**config.mk**
```make
export PLATFORM = sky130hd
export DESIGN_NAME = timer_capture_compare_16bit
export DESIGN_NICKNAME = d
export VERILOG_FILES = /design/src/hdl/tcc_pkg.sv /design/src/hdl/edge_event_if.sv /design/src/hdl/edge_sync.sv /design/src/hdl/timer_capture_compare_16bit.sv
export SDC_FILE = /design/constraint.sdc
export NUM_CORES = 1
export LEC_CHECK = 0
export ABC_AREA = 1
export BUFFER_PORTS_ARGS = -buffer_cell sky130_fd_sc_hd__buf_2
export CORE_MARGIN = 5
export CORE_UTILIZATION = 55
export CTS_CLUSTER_SIZE = 16
export DETAILED_ROUTE_END_ITERATION = 8
export PLACE_DENSITY = 0.83
export SLEW_MARGIN = 30
export SYNTH_ARGS = -nofsm -noshare
export SYNTH_HDL_FRONTEND = slang
export SYNTH_SLANG_ARGS = --single-unit
```
**constraint.sdc**
```tcl
create_clock -name clk_sys -period 5.7 [get_ports clk_sys]
set_input_delay 1.14 -clock clk_sys [delete_from_list [all_inputs] [get_ports clk_sys]]
set_output_delay 1.14 -clock clk_sys [all_outputs]
set_load 0.005 [all_outputs]
```
**src/hdl/tcc_pkg.sv**
```systemverilog
// Shared constants for the 16-bit capture/compare timer.
// Assumes a single system clock; no software bus reaches these values.
package tcc_pkg;
  localparam int COUNT_W = 16;
  localparam int CTRL_W = 4;
  localparam int MODE_HI_POS = 3;
  localparam int MODE_LO_POS = 2;
  localparam logic [1:0] MODE_STOP = 2'h0;
  localparam logic [1:0] MODE_RESET = 2'h0;
  localparam logic [15:0] CNT_RESET = 16'h0000;
  localparam logic [15:0] CC_RESET = 16'h0000;
  localparam int PRESCALE_DEF = 4;
  localparam logic PIN_FUNC_CAPTURE = 1'b0;
  localparam logic PIN_FUNC_OUTPUT = 1'b1;
endpackage : tcc_pkg

```
**src/hdl/edge_event_if.sv**
```systemverilog
// Carrier from an input synchroniser to the timer core.
// Assumes producer and consumer share clk_sys.
`timescale 1ns/1ns
interface edge_event_if;
  logic level;
  logic rise;
  modport src (output level, output rise);
  modport dst (input level, input rise);
endinterface : edge_event_if

```
**src/hdl/edge_sync.sv**
```systemverilog
// Two-flop synchroniser with a rising-edge detector for a capture pin.
// Assumes pin_in is asynchronous to clk_sys.
`timescale 1ns/1ns
module edge_sync
  import tcc_pkg::*;
(
  input wire logic clk_sys,
  input wire logic rst,
  input wire logic pin_in,
  input wire logic arm,
  edge_event_if.src ev
);
  logic meta_q;
  logic sync_q;
  logic prev_q;

  // Only sync_q reads meta_q; the detector looks at later stages
  always_ff @(posedge clk_sys or posedge rst) begin
    if (rst) begin
      meta_q <= 1'b0;
      sync_q <= 1'b0;
      prev_q <= 1'b0;
    end else begin
      meta_q <= pin_in;
      sync_q <= meta_q;
      prev_q <= sync_q;
    end
  end

  // Edges are dropped while disarmed, so a stale level cannot trigger
  assign ev.level = sync_q;
  assign ev.rise = arm & sync_q & ~prev_q;
endmodule : edge_sync

```
**src/hdl/timer_capture_compare_16bit.sv**
```systemverilog
// Core of the 16-bit timer with two capture/compare registers.
// Assumes control strobes come from logic on clk_sys, pins from outside.
`timescale 1ns/1ns
module timer_capture_compare_16bit
  import tcc_pkg::*;
#(
  parameter int PRESCALE = PRESCALE_DEF
) (
  input wire logic clk_sys,
  input wire logic rst,
  input wire logic mode_wr,
  input wire logic [CTRL_W-1:0] timer_mode_ctrl,
  input wire logic cc0_cmp_mode,
  input wire logic cc1_cmp_mode,
  input wire logic cc0_wr,
  input wire logic cc1_wr,
  input wire logic [COUNT_W-1:0] cmp_wdata,
  input wire logic cnt_rd,
  input wire logic capture_input_zero,
  input wire logic pin_func_sel,
  input wire logic shared_port_pin_in,
  output logic shared_port_pin_out,
  output logic shared_port_pin_oe,
  output logic [COUNT_W-1:0] up_counter_value,
  output logic [COUNT_W-1:0] capcmp_reg_zero,
  output logic [COUNT_W-1:0] capcmp_reg_one,
  output logic running
);

  if (PRESCALE < 1 || PRESCALE > 65536) begin : g_bad_prescale
    $error("PRESCALE out of range");
  end

  localparam int PW = (PRESCALE > 1) ? $clog2(PRESCALE) : 1;
  localparam logic [PW-1:0] PRESC_LAST = PW'(PRESCALE - 1);

  ////////////////////////////////////////////////////////////////////////
  // Mode field and prescaler

  logic [1:0] mode_q;
  logic [PW-1:0] presc_q;
  logic tick;
  logic stop_now;
  logic [1:0] mode_wfield;
  logic pend_q;

  assign mode_wfield = {timer_mode_ctrl[MODE_HI_POS],
                        timer_mode_ctrl[MODE_LO_POS]};
  assign stop_now = mode_wr & (mode_wfield == MODE_STOP);
  assign running = (mode_q != MODE_STOP);

  // Mode write takes effect on the next edge
  always_ff @(posedge clk_sys or posedge rst) begin
    if (rst) begin
      mode_q <= MODE_RESET;
    end else if (mode_wr) begin
      mode_q <= mode_wfield;
    end
  end

  // Count-clock enable; restarts from zero so each run is phase aligned
  // A long read stalls here, since only one parked tick can be held
  always_ff @(posedge clk_sys or posedge rst) begin
    if (rst) begin
      presc_q <= '0;
    end else if (!running) begin
      presc_q <= '0;
    end else if (cnt_rd && pend_q && presc_q == PRESC_LAST) begin
      presc_q <= presc_q;
    end else if (presc_q == PRESC_LAST) begin
      presc_q <= '0;
    end else begin
      presc_q <= presc_q + PW'(1);
    end
  end

  // A second tick waits until the parked one is paid, so none is lost
  assign tick = running & (presc_q == PRESC_LAST) & ~(cnt_rd & pend_q);

  ////////////////////////////////////////////////////////////////////////
  // Counter with read hold-off

  logic [COUNT_W-1:0] cnt_q;
  logic [1:0] inc;

  // A tick arriving during a read is parked, then added after the read
  always_ff @(posedge clk_sys or posedge rst) begin
    if (rst) begin
      pend_q <= 1'b0;
    end else if (!running) begin
      pend_q <= 1'b0;
    end else if (cnt_rd) begin
      pend_q <= pend_q | tick;
    end else begin
      pend_q <= 1'b0;
    end
  end

  assign inc = {1'b0, tick} + {1'b0, pend_q};

  // Counter clears when stopped; frozen while a read is in progress
  always_ff @(posedge clk_sys or posedge rst) begin
    if (rst) begin
      cnt_q <= CNT_RESET;
    end else if (!running) begin
      cnt_q <= CNT_RESET;
    end else if (!cnt_rd) begin
      cnt_q <= cnt_q + COUNT_W'(inc);
    end
  end

  assign up_counter_value = cnt_q;

  ////////////////////////////////////////////////////////////////////////
  // Capture inputs

  edge_event_if ev0 ();
  edge_event_if ev1 ();
  logic arm1;

  // Input one only listens while the pin is in capture role
  assign arm1 = running & (pin_func_sel == PIN_FUNC_CAPTURE);

  edge_sync u_sync0 (
    .clk_sys(clk_sys),
    .rst(rst),
    .pin_in(capture_input_zero),
    .arm(running),
    .ev(ev0)
  );

  edge_sync u_sync1 (
    .clk_sys(clk_sys),
    .rst(rst),
    .pin_in(shared_port_pin_in),
    .arm(arm1),
    .ev(ev1)
  );

  ////////////////////////////////////////////////////////////////////////
  // Capture/compare registers

  logic [COUNT_W-1:0] cc0_q;
  logic [COUNT_W-1:0] cc1_q;
  logic cap0;
  logic cap1;

  // Collision with a stop write drops the capture rather than store junk
  assign cap0 = ev0.rise & ~cc0_cmp_mode & ~stop_now;
  assign cap1 = ev1.rise & ~cc1_cmp_mode & ~stop_now;

  // Only a capture or a compare-mode write replaces the held value
  always_ff @(posedge clk_sys or posedge rst) begin
    if (rst) begin
      cc0_q <= CC_RESET;
    end else if (cc0_cmp_mode && cc0_wr) begin
      cc0_q <= cmp_wdata;
    end else if (cap0) begin
      cc0_q <= cnt_q;
    end
  end

  // A counter read has no path into this register
  always_ff @(posedge clk_sys or posedge rst) begin
    if (rst) begin
      cc1_q <= CC_RESET;
    end else if (cc1_cmp_mode && cc1_wr) begin
      cc1_q <= cmp_wdata;
    end else if (cap1) begin
      cc1_q <= cnt_q;
    end
  end

  assign capcmp_reg_zero = cc0_q;
  assign capcmp_reg_one = cc1_q;

  ////////////////////////////////////////////////////////////////////////
  // Timer output on the shared pin

  logic tout_q;
  logic match0;

  // Match counted once per count step, not per system clock
  assign match0 = tick & cc0_cmp_mode & (cnt_q == cc0_q);

  always_ff @(posedge clk_sys or posedge rst) begin
    if (rst) begin
      tout_q <= 1'b0;
    end else if (!running) begin
      tout_q <= 1'b0;
    end else if (match0) begin
      tout_q <= ~tout_q;
    end
  end

  assign shared_port_pin_out = tout_q;
  assign shared_port_pin_oe = (pin_func_sel == PIN_FUNC_OUTPUT);
endmodule : timer_capture_compare_16bit

```
==> impl_metrics.csv <==
group,metric,value,unit
outcome,status,"finished, final reports clean",
place,placed_area,3510,µm²
cells_and_area,post_route_cells_drive_above_1_share,23.3,%
place,dpl.hpwl,6.03,mm
setup_path,crit_chain,"buf_2 -> inv_2 -> o211ai_2 -> fa_1 -> inv_1 -> ha_1 -> inv_1 -> nor3_4 -> inv_2 -> nor2_2 -> nand3_1 -> o21ai_1 -> a21oi_1",
floorplanning,die_y,85.2,µm
hold_path,worstHoldPathType,"reg -> reg",
yosys,avgSynthCellArea,7.79,µm²
sta,hold_viol,0,
sta,fin_crit_sh,49.7,%
setup_path,reg2reg_slack,3200,ps
cts,h-tree-depth,3,
global_route,antenna_found_initial,0,
setup_path,worstSetupStartpointType,"input pin",
power,cellLeakagePower,1.97,nW
global_route,first_global_vias,2999,
cts,clkTransAtPathRegs,70,ps
sta,worst_pin_slew,890,ps
yosys,synthesis.area,3110,µm²
cts,cts_buffer_depth,2,
routing,vias,3018,
yosys,synth.net_count,433,
cts,cts_sinks,60,
cells_and_area,syn_to_final_growth,18.5,%
run,cap_violations,0,
floorplanning,rows,27,
cts,clock_latency,350,ps
yosys,ys_warn_count,0,
yosys,synth-seq-area-share,48.3,%
place,place.gp.congestion,0.867,
global_route,grt_overflow,0,
sta,finalSetupViolCount,0,
cts,cts.hold.buffers_added,0,
sta,slew_violations,0,
routing,drt_iter0_markers,234,
sta,skew,8.71,ps
cells_and_area,num_antenna_cells,0,
sta,rsz0062_at_grt,"no",
yosys,synth_top_area_cell,"dfrtp_1",
cells_and_area,final_cells,552,
routing,drtAntennaViolNets,0,
setup_path,crit_type,"in -> reg",
floorplanning,initial_core_util,56.4,%
routing,vias_per_cell,5.47,
sta,hold_slack,378,ps
sta,fmax,0.353,GHz
setup_path,crit_arrival,3060,ps
cts,cts_tree,"built",
sta,tns,0,ps
routing,drc,0,
yosys,synth-seq-cells,60,
cts,cts-root-buf,"clkbuf_8",
yosys,ys_top_cells_by_area,"dfrtp_1 (48%), nand2_1 (13%), o21ai_0 (7.6%), inv_1 (5.2%), nor2_1 (5.0%)",
global_route,grt_max_degree,61,
place,preCtsSetupSlack,2550,ps
routing,firstDrtPassIters,5,
cts,cts_buffers,9,
routing,wirelength,8.28,mm
power,power.density,287,nW/µm²
global_route,track_usage,23.7,%
cells_and_area,stdcell_area,3680,µm²
power,ir_drop,0.208,mV
global_route,grt_first_pass_wirelength,13.7,mm
setup_path,worst_setup_path_end_kind,"flop",
yosys,synth_top_area_share,48.3,%
place,dp_cells,536,
cells_and_area,mostFrequentLayoutCells,"nand2_1 (106), buf_2 (79), dfrtp_1 (60), o21ai_0 (47), inv_1 (42)",
setup_path,cp_slowest_cell,"fa_1",
yosys,syn_inst,399,
cells_and_area,fin_nets,509,
floorplanning,pin_count,82,
routing,wl_per_cell,15.0,µm
cts,cts_setup_buffers,0,
yosys,synth_cell_types,32,
sta,fin_ws,2870,ps
floorplanning,core_area,5510,µm²
sta,fin_crit,2830,ps
setup_path,worstPathRequired,5930,ps
cells_and_area,layout_commonest_cell,"nand2_1",
floorplanning,die-area,7250,µm²
sta,relSlewSlack,40.5,%
place,portBuffers,79,
setup_path,critical_path.max_stage_delay,390,ps
floorplanning,die_w,85.2,µm
cts,cts_resized,0,
setup_path,crit_path_max_fanout,7,
-- state kept, by name, indices dropped and copies added, names as in the netlist, 2 cells and up --
name,cells
up_counter_value,16
capcmp_reg_zero,16
presc_q,2
mode_q,2
capcmp_reg_one,16
-- final cells by class --
class	instances	area (µm²)
sequential	60	1500
tap	72	90.1
clock inverter	5	27.5
clock buffer	11	141
multi-input combinational	276	1340
fill	482	1830
inverter	48	180
timing repair buffer	80	403
-- cells by family (layout without fill, tap and decap cells) --
| logic type | count (synthesis) | in the layout | synth area share (%) |
|---|---|---|---|
| AO/OA/AOI/OAI | 96 | 96 | 17.4 |
| XOR/XNOR | 1 | 1 | 0.282 |
| adder cells (fa/ha/maj) | 3 | 3 | 1.45 |
| buffers and inverters | 63 | 144 | 8.70 |
| flip-flops | 60 | 60 | 48.3 |
| AND/OR/NAND/NOR | 176 | 176 | 23.9 |
-- stage by stage --
step                      utilization (%)  total power [mW]
final                                66.8              1.06
after global routing                 66.8              1.12
after CTS                            66.8              1.06
after detailed placement             63.7             0.724
after global placement               63.7             0.712
after floorplan                         -             0.639
-- synthesized netlist by cell type (all sizes together) --
cell type / instances
nor2: 43
a31oi: 2
o21ai: 49
nand4: 4
nand3: 12
buf: 8
clkinv: 1
nor3: 6
dfrtp: 60
o311a: 1
a211oi: 1
o211ai: 16
clkbuf: 7
xor2: 1
ha: 2
fa: 1
inv: 47
a21oi: 27
nand2: 110
nor4: 1
-- worst max-delay path, delay by kind of cell --
family	cells	cell delay, ps
AO/OA/AOI/OAI	3	350
adder cells (fa/ha/maj)	2	550
buffers and inverters	5	570
AND/OR/NAND/NOR	3	450
-- power breakdown --
part | total, mW | internal (mW) | switching (mW)
logic | 0.210 | 0.0836 | 0.126
clock network | 0.341 | 0.167 | 0.175
registers | 0.507 | 0.474 | 0.0324
total | 1.06 | 0.725 | 0.333
-- worst paths after layout --
| path | from | end | depth (start not counted) |
|---|---|---|---|
| setup / recovery | cnt_rd | up_counter_value[12] | 13 |
| hold / removal | u_sync1.meta_q | u_sync1.ev.level | 0 |
| setup reg to reg | mode_q[1] | up_counter_value[12] | 13 |
| hold reg to reg | u_sync1.meta_q | u_sync1.ev.level | 0 |
| max in group asynchronous | rst | capcmp_reg_zero[9] | 3 |
| min in group asynchronous | rst | capcmp_reg_zero[0] | 3 |
-- layer usage --
| layer | vias to the layer above | track usage (%) | share of wire [%] |
|---|---|---|---|
| met1 | 1412 | 27.8 | 40 |
| li1 | 1448 | - | - |
| met5 | - | 0 | 0 |
| met3 | 35 | 4.47 | 6.7 |
| met4 | 0 | 12.2 | 3.7 |
| met2 | 123 | 41.0 | 50 |
No activity file was read; power rests on OpenSTA's default activity.
